## src/rtl/cbs_pkg.sv

```systemverilog
// Purpose: Shared types and constants of the bus cycle sequencer.
// Assumes: One bus clock; all pins sampled on its rising edge.
// Notes:   No timing constants; the sequencer counts ready beats only.

package cbs_pkg;

    // ************************************************************
    // Bus states, one per clock period
    // ************************************************************
    typedef enum logic [2:0]
    {
        BUS_IDLE_STATE,
        ADDR_PHASE_STATE,
        DATA_PHASE_STATE,
        PIPE_FIRST_STATE,
        PIPE_OVERLAP_STATE,
        TURNAROUND_STATE
    } cbs_state_e;

    // ************************************************************
    // Widths and counts
    // ************************************************************
    localparam int         ADDR_W      = 29;     // Quad-word address
    localparam int         DATA_W      = 64;     // Data bus width
    localparam int         BEAT_W      = 2;      // Beat counter width
    localparam logic [1:0] BURST_LAST  = 2'h3;   // Fourth beat of a burst
    localparam logic [1:0] SINGLE_LAST = 2'h0;   // Only beat of a single
    localparam logic [1:0] BEAT_RST    = 2'h0;   // Counter reset value
    localparam logic       PIN_OFF     = 1'h1;   // Idle level, low-true pins
    localparam logic       FLAG_RST    = 1'h0;   // Reset value of flags

endpackage : cbs_pkg

```

## src/rtl/cbs_req_latch.sv

```systemverilog
// Purpose: One-entry holding slot for the next bus cycle request.
// Assumes: Core holds its request stable until reqReady is seen.
// Notes:   Slot is freed only when the sequencer takes the entry.

`timescale 1ns/1ns

module cbs_req_latch
(
    input  wire logic                      mclk,
    input  wire logic                      rst_n,
    input  wire logic                      ce,
    input  wire logic                      reqValid,
    input  wire logic                      reqWrite,
    input  wire logic                      reqBurst,
    input  wire logic [cbs_pkg::ADDR_W-1:0] reqAddr,
    input  wire logic                      pop,
    output logic                           reqReady,
    output logic                           pendValid,
    output logic                           pendWrite,
    output logic                           pendBurst,
    output logic [cbs_pkg::ADDR_W-1:0]      pendAddr
);

    logic take;   // Request accepted this clock

    // Accept while empty or while the entry leaves this clock
    assign reqReady = ce && (!pendValid || pop);
    assign take     = reqValid && reqReady;

    // ************************************************************
    // Slot storage
    // ************************************************************
    // Valid flag; a new take wins over the pop
    always_ff @(posedge mclk)
    begin
        if (!rst_n)
            pendValid <= cbs_pkg::FLAG_RST;
        else if (ce)
            pendValid <= take || (pendValid && !pop);
    end

    // Cycle definition held with the flag
    always_ff @(posedge mclk)
    begin
        if (!rst_n)
        begin
            pendWrite <= cbs_pkg::FLAG_RST;
            pendBurst <= cbs_pkg::FLAG_RST;
            pendAddr  <= '0;
        end
        else if (ce && take)
        begin
            pendWrite <= reqWrite;
            pendBurst <= reqBurst;
            pendAddr  <= reqAddr;
        end
    end
endmodule : cbs_req_latch

```

## src/rtl/cbs_beat_counter.sv

```systemverilog
// Purpose: Counts ready beats of the current cycle, flags the last.
// Assumes: clear and beat never both matter; clear wins.
// Notes:   Single cycles end on one beat, bursts on four.

`timescale 1ns/1ns

module cbs_beat_counter
(
    input  wire logic mclk,
    input  wire logic rst_n,
    input  wire logic ce,
    input  wire logic clear,
    input  wire logic beat,
    input  wire logic burst,
    output logic      lastBeat
);

    logic [cbs_pkg::BEAT_W-1:0] countQ;   // Beats already taken

    // Final beat decode depends on cycle kind
    assign lastBeat = beat &&
        (countQ == (burst ? cbs_pkg::BURST_LAST : cbs_pkg::SINGLE_LAST));

    // ************************************************************
    // Beat count
    // ************************************************************
    // Waits leave the count alone, so wait states cost nothing
    always_ff @(posedge mclk)
    begin
        if (!rst_n)
            countQ <= cbs_pkg::BEAT_RST;
        else if (ce && clear)
            countQ <= cbs_pkg::BEAT_RST;
        else if (ce && beat)
            countQ <= countQ + 2'h1;
    end
endmodule : cbs_beat_counter

```

## src/rtl/cbs_bus_seq.sv

```systemverilog
// Purpose: Processor-side bus cycle sequencer for single and burst
//          cycles, non-pipelined and two-deep pipelined.
// Assumes: Pins are synchronous to mclk; the core keeps wrData valid
//          for the next beat to load until wrBeatTaken.
// Notes:   Back-off aborts the current cycle and reruns it from idle.

`timescale 1ns/1ns

// Overview of operation
// - Exactly one of six states each clock.
// - Reset, back-off force idle; idle during hold.
// - First clock strobes address and definition.
// - Data clocks move data and sample ready.
// - Lone former pipelined cycle ends in data clocks.
// - Pipe first clock: data plus next strobe.
// - Overlap keeps data going, next address held.
// - One turnaround clock on direction change.
// - Idle until new or aborted cycle pending.
// - First clock goes to data clocks unless backed off.
// - Wait in data clocks unless pipelining.
// - Last ready, pending, no hit: first clock.
// - Last ready, nothing pending or hit: idle.
// - Pending and next-address asserted: pipe first.
// - Pipe last ready: turnaround or data; else overlap.
// - After turnaround: pipe first or data clocks.
// - Non-pipelined allows one outstanding cycle only.
// - Missing ready means wait state, resample.
module cbs_bus_seq
(
    input  wire logic                       mclk,
    input  wire logic                       rst_n,
    input  wire logic                       ce,
    input  wire logic                       reqValid,
    output logic                            reqReady,
    input  wire logic                       reqWrite,
    input  wire logic                       reqBurst,
    input  wire logic [cbs_pkg::ADDR_W-1:0] reqAddr,
    input  wire logic [cbs_pkg::DATA_W-1:0] wrData,
    output logic                            wrBeatTaken,
    output logic [cbs_pkg::DATA_W-1:0]      rdData,
    output logic                            rdValid,
    input  wire logic                       snoopHit,
    input  wire logic                       holdReq,
    output logic                            holdAck,
    output logic [cbs_pkg::ADDR_W-1:0]      addrOut,
    output logic                            writeOut,
    output logic                            burstOut,
    output logic                            addressStrobeN,
    input  wire logic                       burstReadyN,
    input  wire logic                       nextAddressN,
    input  wire logic                       backoffN,
    output logic                            snoopHitModifiedN,
    input  wire logic [cbs_pkg::DATA_W-1:0] dataIn,
    output logic [cbs_pkg::DATA_W-1:0]      dataOut,
    output logic                            dataOe,
    output cbs_pkg::cbs_state_e             busState
);

    // ************************************************************
    // Helpers
    // ************************************************************
    // States in which data moves and ready is sampled
    function automatic logic isDataState(input cbs_pkg::cbs_state_e s);
        isDataState = (s == cbs_pkg::DATA_PHASE_STATE) ||
                      (s == cbs_pkg::PIPE_FIRST_STATE) ||
                      (s == cbs_pkg::PIPE_OVERLAP_STATE);
    endfunction : isDataState

    // Data bus reverses between the two cycles
    function automatic logic deadNeeded(input logic curW, input logic nxtW);
        deadNeeded = curW != nxtW;
    endfunction : deadNeeded

    // ************************************************************
    // Declarations
    // ************************************************************
    cbs_pkg::cbs_state_e             stateQ;      // Present bus state
    cbs_pkg::cbs_state_e             stateD;      // Next bus state
    logic                            pendValid;   // New cycle waiting
    logic                            pendWrite;   // Its direction
    logic                            pendBurst;   // Its kind
    logic [cbs_pkg::ADDR_W-1:0]      pendAddr;    // Its address
    logic                            curWriteQ;   // Current cycle direction
    logic                            curBurstQ;   // Current cycle kind
    logic [cbs_pkg::ADDR_W-1:0]      curAddrQ;    // Current cycle address
    logic                            abortedQ;    // Current cycle to rerun
    logic                            beat;        // Ready seen in data clock
    logic                            lastRdy;     // Final ready of cycle
    logic                            retry;       // Rerun of aborted cycle
    logic                            pop;         // Take the waiting cycle
    logic                            pipeLast;    // Cycle ahead of the pipelined one ends

    // ************************************************************
    // Sub-blocks
    // ************************************************************
    // Waiting cycle; a strobed pipelined cycle stays here until it
    // becomes current, so back-off never loses it
    cbs_req_latch u_latch
    (
        .mclk      (mclk),
        .rst_n     (rst_n),
        .ce        (ce),
        .reqValid  (reqValid),
        .reqWrite  (reqWrite),
        .reqBurst  (reqBurst),
        .reqAddr   (reqAddr),
        .pop       (pop),
        .reqReady  (reqReady),
        .pendValid (pendValid),
        .pendWrite (pendWrite),
        .pendBurst (pendBurst),
        .pendAddr  (pendAddr)
    );

    // Counts ready beats of the current cycle
    cbs_beat_counter u_beats
    (
        .mclk     (mclk),
        .rst_n    (rst_n),
        .ce       (ce),
        .clear    (pop || retry),
        .beat     (beat),
        .burst    (curBurstQ),
        .lastBeat (lastRdy)
    );

    // Ready only counts in a data-moving clock
    assign beat        = !burstReadyN && isDataState(stateQ);
    assign wrBeatTaken = ce && isDataState(stateD) && (pop ? pendWrite : curWriteQ) && (!dataOe || beat);
    assign busState    = stateQ;

    // ************************************************************
    // Next-state logic
    // ************************************************************
    always_comb
    begin
        stateD = stateQ;
        unique case (stateQ)
            cbs_pkg::BUS_IDLE_STATE:
                // Hold request keeps the bus parked
                if ((pendValid || abortedQ) && !holdReq && !holdAck)
                    stateD = cbs_pkg::ADDR_PHASE_STATE;
            cbs_pkg::ADDR_PHASE_STATE:
                stateD = cbs_pkg::DATA_PHASE_STATE;
            cbs_pkg::DATA_PHASE_STATE:
                if (lastRdy)
                begin
                    // Modified-line hit leaves room for the write-back
                    if (pendValid && snoopHitModifiedN)
                        stateD = cbs_pkg::ADDR_PHASE_STATE;
                    else
                        stateD = cbs_pkg::BUS_IDLE_STATE;
                end
                else if (pendValid && !nextAddressN)
                    stateD = cbs_pkg::PIPE_FIRST_STATE;
                else
                    stateD = cbs_pkg::DATA_PHASE_STATE;
            cbs_pkg::PIPE_FIRST_STATE,
            cbs_pkg::PIPE_OVERLAP_STATE:
                if (lastRdy)
                    stateD = deadNeeded(curWriteQ, pendWrite) ?
                             cbs_pkg::TURNAROUND_STATE :
                             cbs_pkg::DATA_PHASE_STATE;
                else
                    stateD = cbs_pkg::PIPE_OVERLAP_STATE;
            cbs_pkg::TURNAROUND_STATE:
                if (pendValid && !nextAddressN)
                    stateD = cbs_pkg::PIPE_FIRST_STATE;
                else
                    stateD = cbs_pkg::DATA_PHASE_STATE;
            default:
                stateD = cbs_pkg::BUS_IDLE_STATE;
        endcase
        // Back-off overrides every other choice
        if (!backoffN)
            stateD = cbs_pkg::BUS_IDLE_STATE;
    end

    // Cycle hand-over decodes
    assign retry    = ce && stateQ == cbs_pkg::BUS_IDLE_STATE &&
                      stateD == cbs_pkg::ADDR_PHASE_STATE && abortedQ;
    assign pipeLast = backoffN && lastRdy &&
                      (stateQ == cbs_pkg::PIPE_FIRST_STATE ||
                       stateQ == cbs_pkg::PIPE_OVERLAP_STATE);
    assign pop      = ce && (pipeLast ||
                      (stateD == cbs_pkg::ADDR_PHASE_STATE && !abortedQ));

    // ************************************************************
    // State register
    // ************************************************************
    always_ff @(posedge mclk)
    begin
        if (!rst_n)
            stateQ <= cbs_pkg::BUS_IDLE_STATE;
        else if (ce)
            stateQ <= stateD;
    end

    // ************************************************************
    // Current cycle bookkeeping
    // ************************************************************
    // Definition of the cycle whose data is moving
    always_ff @(posedge mclk)
    begin
        if (!rst_n)
        begin
            curWriteQ <= cbs_pkg::FLAG_RST;
            curBurstQ <= cbs_pkg::FLAG_RST;
            curAddrQ  <= '0;
        end
        else if (pop)
        begin
            curWriteQ <= pendWrite;
            curBurstQ <= pendBurst;
            curAddrQ  <= pendAddr;
        end
    end

    // Aborted cycle is rerun whole; set wins over the rerun clear
    always_ff @(posedge mclk)
    begin
        if (!rst_n)
            abortedQ <= cbs_pkg::FLAG_RST;
        else if (ce && !backoffN && stateQ != cbs_pkg::BUS_IDLE_STATE)
            abortedQ <= 1'h1;
        else if (retry)
            abortedQ <= cbs_pkg::FLAG_RST;
    end

    // ************************************************************
    // Address and definition pins
    // ************************************************************
    // Strobe in first clock and in pipe first clock only
    always_ff @(posedge mclk)
    begin
        if (!rst_n)
            addressStrobeN <= cbs_pkg::PIN_OFF;
        else if (ce)
            addressStrobeN <= !(stateD == cbs_pkg::ADDR_PHASE_STATE ||
                                stateD == cbs_pkg::PIPE_FIRST_STATE);
    end

    // Address follows the strobed cycle and then holds
    always_ff @(posedge mclk)
    begin
        if (!rst_n)
        begin
            addrOut  <= '0;
            writeOut <= cbs_pkg::FLAG_RST;
            burstOut <= cbs_pkg::FLAG_RST;
        end
        else if (ce && stateD == cbs_pkg::ADDR_PHASE_STATE)
        begin
            addrOut  <= abortedQ ? curAddrQ : pendAddr;
            writeOut <= abortedQ ? curWriteQ : pendWrite;
            burstOut <= abortedQ ? curBurstQ : pendBurst;
        end
        else if (ce && stateD == cbs_pkg::PIPE_FIRST_STATE)
        begin
            addrOut  <= pendAddr;
            writeOut <= pendWrite;
            burstOut <= pendBurst;
        end
    end

    // ************************************************************
    // Data bus
    // ************************************************************
    // Drive write data through every data clock and its waits
    always_ff @(posedge mclk)
    begin
        if (!rst_n)
        begin
            dataOe  <= cbs_pkg::FLAG_RST;
            dataOut <= '0;
        end
        else if (ce)
        begin
            dataOe  <= isDataState(stateD) &&
                       (pop ? pendWrite : curWriteQ);
            dataOut <= wrBeatTaken ? wrData : dataOut;
        end
    end

    // Capture read data on each ready of a read
    always_ff @(posedge mclk)
    begin
        if (!rst_n)
        begin
            rdValid <= cbs_pkg::FLAG_RST;
            rdData  <= '0;
        end
        else if (ce)
        begin
            rdValid <= beat && !curWriteQ;
            if (beat && !curWriteQ)
                rdData <= dataIn;
        end
    end

    // ************************************************************
    // Snoop and hold
    // ************************************************************
    // Hit-modified pin is registered from the cache
    always_ff @(posedge mclk)
    begin
        if (!rst_n)
            snoopHitModifiedN <= cbs_pkg::PIN_OFF;
        else if (ce)
            snoopHitModifiedN <= !snoopHit;
    end

    // Acknowledge only once the bus has gone idle
    always_ff @(posedge mclk)
    begin
        if (!rst_n)
            holdAck <= cbs_pkg::FLAG_RST;
        else if (ce)
            holdAck <= holdReq && stateD == cbs_pkg::BUS_IDLE_STATE;
    end
endmodule : cbs_bus_seq

```

## config.mk

```make
export PLATFORM = sky130hd
export DESIGN_NAME = cbs_bus_seq
export DESIGN_NICKNAME = d
export VERILOG_FILES = /design/src/rtl/cbs_pkg.sv /design/src/rtl/cbs_req_latch.sv /design/src/rtl/cbs_beat_counter.sv /design/src/rtl/cbs_bus_seq.sv
export SDC_FILE = /design/constraint.sdc
export NUM_CORES = 1
export LEC_CHECK = 0
export BUFFER_PORTS_ARGS = -buffer_cell sky130_fd_sc_hd__buf_2
export CORE_UTILIZATION = 50
export CTS_CLUSTER_SIZE = 16
export DETAILED_ROUTE_END_ITERATION = 8
export PLACE_DENSITY = 0.8
export SLEW_MARGIN = 20
export SYNTH_ARGS = -nofsm -noshare
export SYNTH_HDL_FRONTEND = slang
export SYNTH_SLANG_ARGS = --single-unit
```

## constraint.sdc

```tcl
create_clock -name mclk -period 3.6 [get_ports mclk]
set_input_delay 0.18 -clock mclk [delete_from_list [all_inputs] [get_ports mclk]]
set_output_delay 0.18 -clock mclk [all_outputs]
set_load 0.1 [all_outputs]
```

==> results_dict.tcl, run 1 <==
set metrics [dict create \
    final_cell_mix "buf_2 (334), nand2_1 (328), dfxtp_1 (233)" \
    cts_tree "yes" \
    grt_pass1_wl_um 46440 \
    peakVddDrop_mv 0.3758 \
    report.final.hold_viol_count 0 \
    ys_warn_count 0 \
    ant_nets 0 \
    wl_per_cell_um 16.85 \
    drive_gt1_frac 0.2711 \
    post-route-util 0.7535 \
    routed_wl_um 29500 \
    timing.hold.ws_ns 0.02773 \
    synth_flop_cell "dfxtp_1" \
    critPathLaunchType "register" \
    rsz0062_at_grt "no" \
    skew_ns 0.01645 \
    antenna_found_initial 6 \
    drc_errors 25 \
    worstPathRequired_ns 3.42 \
    syn-instance-count 1037 \
    syn_nets 1205 \
    synth_edf_count 0 \
    netlist_area_um2 9398 \
    path_clk_slew_ns 0.06 \
    grt_max_degree 128 \
    drv_slew 0 \
    worst_pin_slew_ns 0.7478 \
    initial_core_util 0.5161 \
    timing.slew.headroom 0.5014 \
    critPathMaxStageDelay_ns 0.56 \
    gr-usage-all-layers 0.2966 \
    maxCapViolCount 0 \
    clockBufferDepth 3 \
    via_count 9280 \
    cp_common_cell "buf_12" \
    first_pass_iters 9 \
    clkLatencyLatePin_ns 0.52 \
    crit_fanout 35 \
    core_um2 18210 \
    gr-total-overflow 0 \
    num_rows 49 \
    ys_seq_elements 233 \
    cts_buffers 26 \
    path_cells "or4_4, a41o_1, a31oi_1, o2111a_1, o21ai_1, a211oi_4, buf_12, buf_12" \
    status "finished with violations" \
    min_path_type "in -> reg" \
    cts_root_buf "clkbuf_16" \
    ioPinCount 337 \
    fp.dieW_um 139.1 \
    fin_nets 1665 \
    final.period_utilization 0.9443 \
    p_total_mw 5.909 \
    dieArea_um2 19350 \
    cellPowerDensity_nw_per_um2 430.7 \
    crit_family "compound AO/OA/AOI/OAI gates" \
    layout_min_cycle_time_ns 3.400 \
    grt_pass1_vias 9311 \
    violations "DRC" \
    cp.arrival_ns 3.22 \
    syn2layout_area_growth_pct 45.99 \
    cts.sinks 233 \
    critPathKind "reg -> out" \
    setup_viol 0 \
    htreeDepth 1 \
    hpwl_um 16870 \
    avgSynthCellArea_um2 9.062 \
    yosysSeqAreaShare 0.4963 \
    post_cts_buffers 0 \
    slowest_stage "or4_4" \
    synthArstFlopShare 0 \
    die_h_um 139.1 \
    end_kind "primary output" \
    final_common_cell "buf_2" \
    drt_iter0_drc 460 \
    globalplace.congestion 0.8300 \
    portBuffers 336 \
    p_leak_nw 6.344 \
    crit_buf_inv 2 \
    tns_ns 0 \
    max_freq_mhz 294.2 \
    post_drt_via_cell_ratio 5.300 \
    ys_types 52 \
]
## worst register-to-register path: cells and delay by family (launching register included)
family	cells	cell delay, ns
muxes	1	0.25
and+or+nand+nor	1	0.56
buffers and inverters	2	0.60
DFF	1	0.36
AOI/OAI and AO/OA	5	1.26
## per-stage QoR
stage	instances	cell area, µm²	worst slack [ns]
6_report	1751	13720	0.2005
5_1_grt	1751	13720	0.05398
4_1_cts	1745	13690	0.02053
3_5_place_dp	1538	11190	0.3401
3_3_place_gp	1538	11190	0.5303
2_1_floorplan	1037	9405	0.06374
## sequential cells by signal, indices dropped and copies added, names as in the netlist
register	count
dataOut	64
rdData	64
addrOut	29
curAddrQ	29
u_latch.pendAddr	29
busState	3
u_beats.countQ	2
abortedQ	1
addressStrobeN	1
burstOut	1
curBurstQ	1
curWriteQ	1
dataOe	1
holdAck	1
rdValid	1
snoopHitModifiedN	1
u_latch.pendBurst	1
u_latch.pendValid	1
u_latch.pendWrite	1
writeOut	1
## power breakdown
group | internal (mW) | switching [mW] | leakage [nW] | total, mW
registers | 2.61 | 0.0206 | 1.88 | 2.63
logic | 0.251 | 0.261 | 4.03 | 0.513
clock network | 1.69 | 1.08 | 0.438 | 2.77
## worst paths after layout
check	end	slack (ns)	startpoint	cells past startpoint
worst max-delay path	wrBeatTaken	0.20	u_beats.countQ[1]	8
worst min-delay path	busState[1]	0.03	backoffN	3
worst max register to register	dataOut[29]	0.49	u_beats.countQ[1]	9
worst min register to register	dataOut[58]	0.45	dataOut[58]	2
## repair_timing
action | in CTS | in global routing
gates resized for setup | 0 | 2
hold endpoints to repair | 160 | 0
setup endpoints to repair | 0 | 1
hold buffers | 160 | 0
## synthesized netlist by cell type (all sizes together) (2+ instances only)
master	n	area, µm²
a211oi	2	20.02
nor2b	37	231.5
o21a	3	22.52
a22oi	2	15.01
or2	2	12.51
a21boi	67	503.0
xor2	2	17.52
nor3	2	10.01
xnor2	2	17.52
o211a	32	320.3
dfxtp	233	4664
or4	2	18.77
a21oi	4	20.02
o21ai	39	195.2
buf	21	187.7
nand4b	2	17.52
inv	2	7.510
nand3	33	165.2
nand2	330	1241
nor2	13	48.80
clkbuf	59	221.5
mux2i	126	1261
## layer usage
layer  track usage  vias to the layer above  share of wire
li1              -                     4397              -
met2        0.5303                      391           0.50
met4        0.2053                        0          0.070
met1        0.3098                     4337           0.37
met3       0.06699                      155          0.061
met5             0                        -              0
## kinds of logic (layout without fill, tap and decap cells)
| group | after synthesis | in the layout | share of synthesized area |
|---|---|---|---|
| muxes | 126 | 126 | 0.1342 |
| xor gates and xnor gates | 4 | 4 | 0.003729 |
| and+or+nand+nor | 431 | 431 | 0.1940 |
| buffers and inverters | 83 | 562 | 0.04473 |
| DFF | 233 | 233 | 0.4963 |
| AOI/OAI and AO/OA | 160 | 160 | 0.1270 |
| other | 0 | 6 | 0 |
## cell type report
| type | count | area [µm²] |
|---|---|---|
| flip-flops and latches | 233 | 4664 |
| fillers | 1226 | 4489 |
| multi-input cells | 721 | 4358 |
| repair buffers | 512 | 3477 |
| clock buffers | 36 | 759.5 |
| well taps | 229 | 286.5 |
| clock inverters | 11 | 147.6 |
| diodes | 6 | 15.01 |
| inverters | 3 | 11.26 |
(Power assumes the default switching activity.)
==> run 2, diff against run 1 <==
- CORE_UTILIZATION: 50 -> 54
- PLACE_DENSITY: 0.8 -> 0.86
- clock period: 3.6 -> 4.3 ns (I/O delays scaled with it)
==> run 2 against run 1 <==
Against the previous run: the run now ends clean; clock-buffer cell count unchanged; largest cell class unchanged; clock skew is 0.015 ns higher; worst hold slack got worse by 0.016 ns.
==> results_dict.tcl, run 2 (synthesis results as in run 1) <==
set metrics [dict create \
    status "finished clean" \
    portBuffers 336 \
    first_pass_iters 5 \
    initial_core_util 0.5607 \
    crit_buf_inv 1 \
    fp.dieW_um 133.9 \
    worstPathRequired_ns 4.09 \
    crit_family "simple AND/OR/NAND/NOR gates" \
    wl_per_cell_um 18.64 \
    skew_ns 0.03110 \
    timing.final.ws_setup_ns 0.3882 \
    critPathMaxStageDelay_ns 0.59 \
    die_h_um 133.9 \
    cts_tree "yes" \
    dieArea_um2 17930 \
    r2r_start "busState[2]" \
    cp.arrival_ns 3.70 \
    final_common_cell "buf_2" \
    num_rows 47 \
    cts_root_buf "clkbuf_16" \
    peakVddDrop_mv 0.4856 \
    drc_errors 0 \
    drv_slew 0 \
    layout_min_cycle_time_ns 3.912 \
    final_cell_mix "buf_2 (335), nand2_1 (328), dfxtp_1 (233)" \
    report.final.hold_viol_count 0 \
    grt_pass1_vias 9618 \
    end_kind "primary output" \
    p_leak_nw 6.235 \
    path_clk_slew_ns 0.06 \
    min_path_type "in -> reg" \
    maxCapViolCount 0 \
    syn2layout_area_growth_pct 43.34 \
    post_drt_via_cell_ratio 5.494 \
    ant_nets 0 \
    globalplace.congestion 0.8297 \
    grt_pass1_wl_um 49310 \
    slowest_stage "a211oi_4" \
    postCtsHoldBufs 157 \
    drt_iter0_drc 566 \
    critPathLaunchType "register" \
    ioPinCount 337 \
    tns_ns 0 \
    critPathKind "reg -> out" \
    antenna_found_initial 5 \
    drive_gt1_frac 0.2641 \
    via_count 9515 \
    rsz0062_at_grt "no" \
    hpwl_um 16780 \
    crit_start "busState[2]" \
    cts_resized 0 \
    gr-usage-all-layers 0.3481 \
    max_freq_mhz 255.6 \
    cts_buffers 24 \
    post_cts_buffers 0 \
    cts.sinks 233 \
    clkLatencyLatePin_ns 0.52 \
    timing.slew.headroom 0.3156 \
    top_regs "dataOut: 64 flops, rdData: 64 flops" \
    clockBufferDepth 3 \
    gr-total-overflow 0 \
    path_cells "nor3b_1, nor2_1, nor3_1, o211a_1, o21ai_1, a211oi_4, buf_2" \
    crit_fanout 10 \
    htreeDepth 1 \
    final.period_utilization 0.9097 \
    routed_wl_um 32290 \
    place_ws_ns 0.9335 \
    n_fill_cell 977 \
    setup_viol 0 \
    cellPowerDensity_nw_per_um2 349.8 \
    hold_start "dataIn[43]" \
    worst_pin_slew_ns 1.027 \
    fin_nets 1654 \
    grt_max_degree 182 \
    core_um2 16760 \
]
run 2: cell count changes in the layout (fill, tap and decap cells not counted), sizes merged:
cell,before,now
dlygate4sd3,160,158
clkinvlp,3,1
diode,6,9
inv,3,2
bufinv,3,1
clkinv,5,6
buf,351,344
run 2: through the flow:
stage	power, mW	hold slack [ns]	util	area, µm²	instances
final	4.712	0.01124	0.8037	13470	1732
after detailed placement	2.543	0.4418	0.6609	11080	1522
after CTS	4.698	0.0007912	0.8018	13440	1722
after global placement	2.538	0.4373	0.6609	11080	1522
after floorplan	2.429	0.3524	-	9400	1037
after global routing	4.842	0.03022	0.8031	13460	1728
run 2: worst reg2reg max path: stages (launching register included):
cell and delay (ns):
dfxtp_1 0.51, nor3b_1 0.47, nor2_1 0.15, nor3_1 0.47, o211a_1 0.30, o21ai_1 0.15, a211oi_4 0.59, buf_12 0.43
mux2i_1 0.35
run 2: final timing paths:
check                      to  slack, ns  cells after the start
hold reg to reg    dataOut[4]       0.46                      2
hold / removal     rdData[43]       0.01                      3
setup reg to reg  dataOut[16]       0.76                      8
setup / recovery  wrBeatTaken       0.39                      7
run 2: final cells by class:
class | instances | area, µm² | share of cell area
Antenna cell | 9 | 22.52 | 0.001672
Multi-Input combinational cell | 721 | 4343 | 0.3224
Timing Repair Buffer | 503 | 3364 | 0.2498
Tap cell | 220 | 275.3 | 0.02043
Clock buffer | 36 | 715.7 | 0.05313
Sequential cell | 233 | 4664 | 0.3463
Clock inverter | 7 | 73.82 | 0.005480
Inverter | 3 | 11.26 | 0.0008360
run 2: report_power, final:
group          switching [mW]  internal (mW)  total, mW  leakage, nW
clock network           0.870           1.21       2.08        0.389
registers              0.0179           2.18       2.20         1.88
logic                   0.225          0.207      0.431         3.96
total                    1.11           3.60       4.71         6.23
run 2: routing by layer:
| metal | part of all wire | global-route usage |
|---|---|---|
| met1 | 0.35 | 0.3575 |
| met2 | 0.50 | 0.6166 |
| met3 | 0.077 | 0.09788 |
| met4 | 0.071 | 0.2317 |
| met5 | 0 | 0 |
==> run 3, diff against run 2 <==
- CORE_UTILIZATION: 54 -> 45
- PLACE_DENSITY: 0.86 -> 0.73
==> run 3 against run 2 <==
Against the previous run: register-to-register slack improved by 0.34 ns; cell area increased by 1.4%; largest cell class unchanged; sequential share of layout area decreased by 0.47 points.
==> results_dict.tcl, run 3 (synthesis results as in run 1) <==
set metrics [dict create \
    status "finished clean" \
    drive_gt1_frac 0.2651 \
    globalplace.congestion 0.8495 \
    fp.dieW_um 146.5 \
    end_kind "primary output" \
    p_leak_nw 6.291 \
    routed_wl_um 27360 \
    timing.final.ws_setup_ns 0.7142 \
    crit_buf_inv 1 \
    cellPowerDensity_nw_per_um2 359.5 \
    core_um2 20360 \
    clockBufferDepth 3 \
    drv_slew 0 \
    critPathMaxStageDelay_ns 0.50 \
    final.period_utilization 0.8339 \
    antenna_found_initial 4 \
    drt_iter0_drc 492 \
    cts_tree "yes" \
    die_h_um 146.5 \
    maxCapViolCount 0 \
    skew_ns 0.008304 \
    critPathKind "reg -> out" \
    path_clk_slew_ns 0.06 \
    crit_family "simple AND/OR/NAND/NOR gates" \
    rsz0062_at_grt "no" \
    post_cts_buffers 0 \
    num_rows 52 \
    ant_nets 0 \
    cts_resized 0 \
    grt_pass1_vias 8768 \
    ioPinCount 337 \
    top_regs "dataOut: 64 flops, rdData: 64 flops" \
    slowest_stage "buf_2" \
    peakVddDrop_mv 0.2813 \
    hpwl_um 16000 \
    worst_pin_slew_ns 0.7995 \
    clkLatencyLatePin_ns 0.51 \
    wl_per_cell_um 15.35 \
    min_path_type "in -> reg" \
    timing.slew.headroom 0.4670 \
    report.final.hold_viol_count 0 \
    drc_errors 0 \
    place_ws_ns 1.199 \
    tns_ns 0 \
    cts_root_buf "clkbuf_16" \
    via_count 8840 \
    cts_buffers 26 \
    p_total_mw 4.909 \
    dieArea_um2 21470 \
    critPathLaunchType "register" \
    final_common_cell "buf_2" \
    gr-usage-all-layers 0.2492 \
    timing.hold.ws_ns 0.05102 \
    post_drt_via_cell_ratio 4.958 \
    cts.sinks 233 \
    worstPathRequired_ns 4.09 \
    max_freq_mhz 278.9 \
    crit_fanout 10 \
    initial_core_util 0.4615 \
    first_pass_iters 6 \
    postCtsHoldBufs 160 \
    layout_min_cycle_time_ns 3.586 \
    grt_max_degree 142 \
    grt_pass1_wl_um 43660 \
    fin_nets 1658 \
    final_cell_mix "buf_2 (335), nand2_1 (328), dfxtp_1 (233)" \
    gr-total-overflow 0 \
    syn2layout_area_growth_pct 45.29 \
    setup_viol 0 \
    portBuffers 336 \
    path_cells "nor3b_1, nor2_1, nor3_1, o211a_1, o21ai_1, a211oi_4, buf_2" \
    htreeDepth 1 \
    cp.arrival_ns 3.37 \
]
## run 3: cell type report
| cell class | count | area (µm²) |
|---|---|---|
| antenna | 4 | 10.01 |
| clock buffer | 35 | 725.7 |
| clock inverter | 12 | 165.2 |
| fill | 1551 | 6710 |
| inverter | 3 | 11.26 |
| multi-input combinational | 721 | 4343 |
| sequential | 233 | 4664 |
| tap | 270 | 337.8 |
| timing repair buffer | 505 | 3397 |
## run 3: worst register-to-register path, cell delays in order, from the launching register on
cell and delay, ns:
dfxtp_1 0.47, nor3b_1 0.49, nor2_1 0.14, nor3_1 0.46, o211a_1 0.29, o21ai_1 0.16, a211oi_4 0.33, buf_12 0.41
mux2i_1 0.35
## run 3: worst paths after layout
check                                 start     endpoint  slack (ns)  cells past startpoint
worst max-delay path            busState[2]  wrBeatTaken        0.71                      7
worst min-delay path               backoffN  busState[1]        0.05                      3
worst max register to register  busState[2]  dataOut[30]        1.10                      8
worst min register to register  dataOut[28]  dataOut[28]        0.45                      2
## run 3: per-stage QoR
step                instances  cell area [µm²]    util
floorplan                1037             9400       -
detailed placement       1572            11150  0.5476
CTS                      1779            13640  0.6700
global placement         1572            11150  0.5476
finish                   1783            13650  0.6705
global route             1783            13650  0.6705
## run 3: routing by layer
metal	global-route usage	vias to the layer above	wire length [µm]
li1	-	4375	-
met1	0.2797	4042	10920
met2	0.4529	340	13660
met3	0.05281	83	1633
met4	0.1073	0	1141
met5	0	-	0
## run 3: power by group
group	switching (mW)	leakage, nW	internal [mW]
combinational	0.213	3.98	0.207
clock	0.868	0.435	1.42
sequential	0.0171	1.88	2.18
total	1.10	6.29	3.81
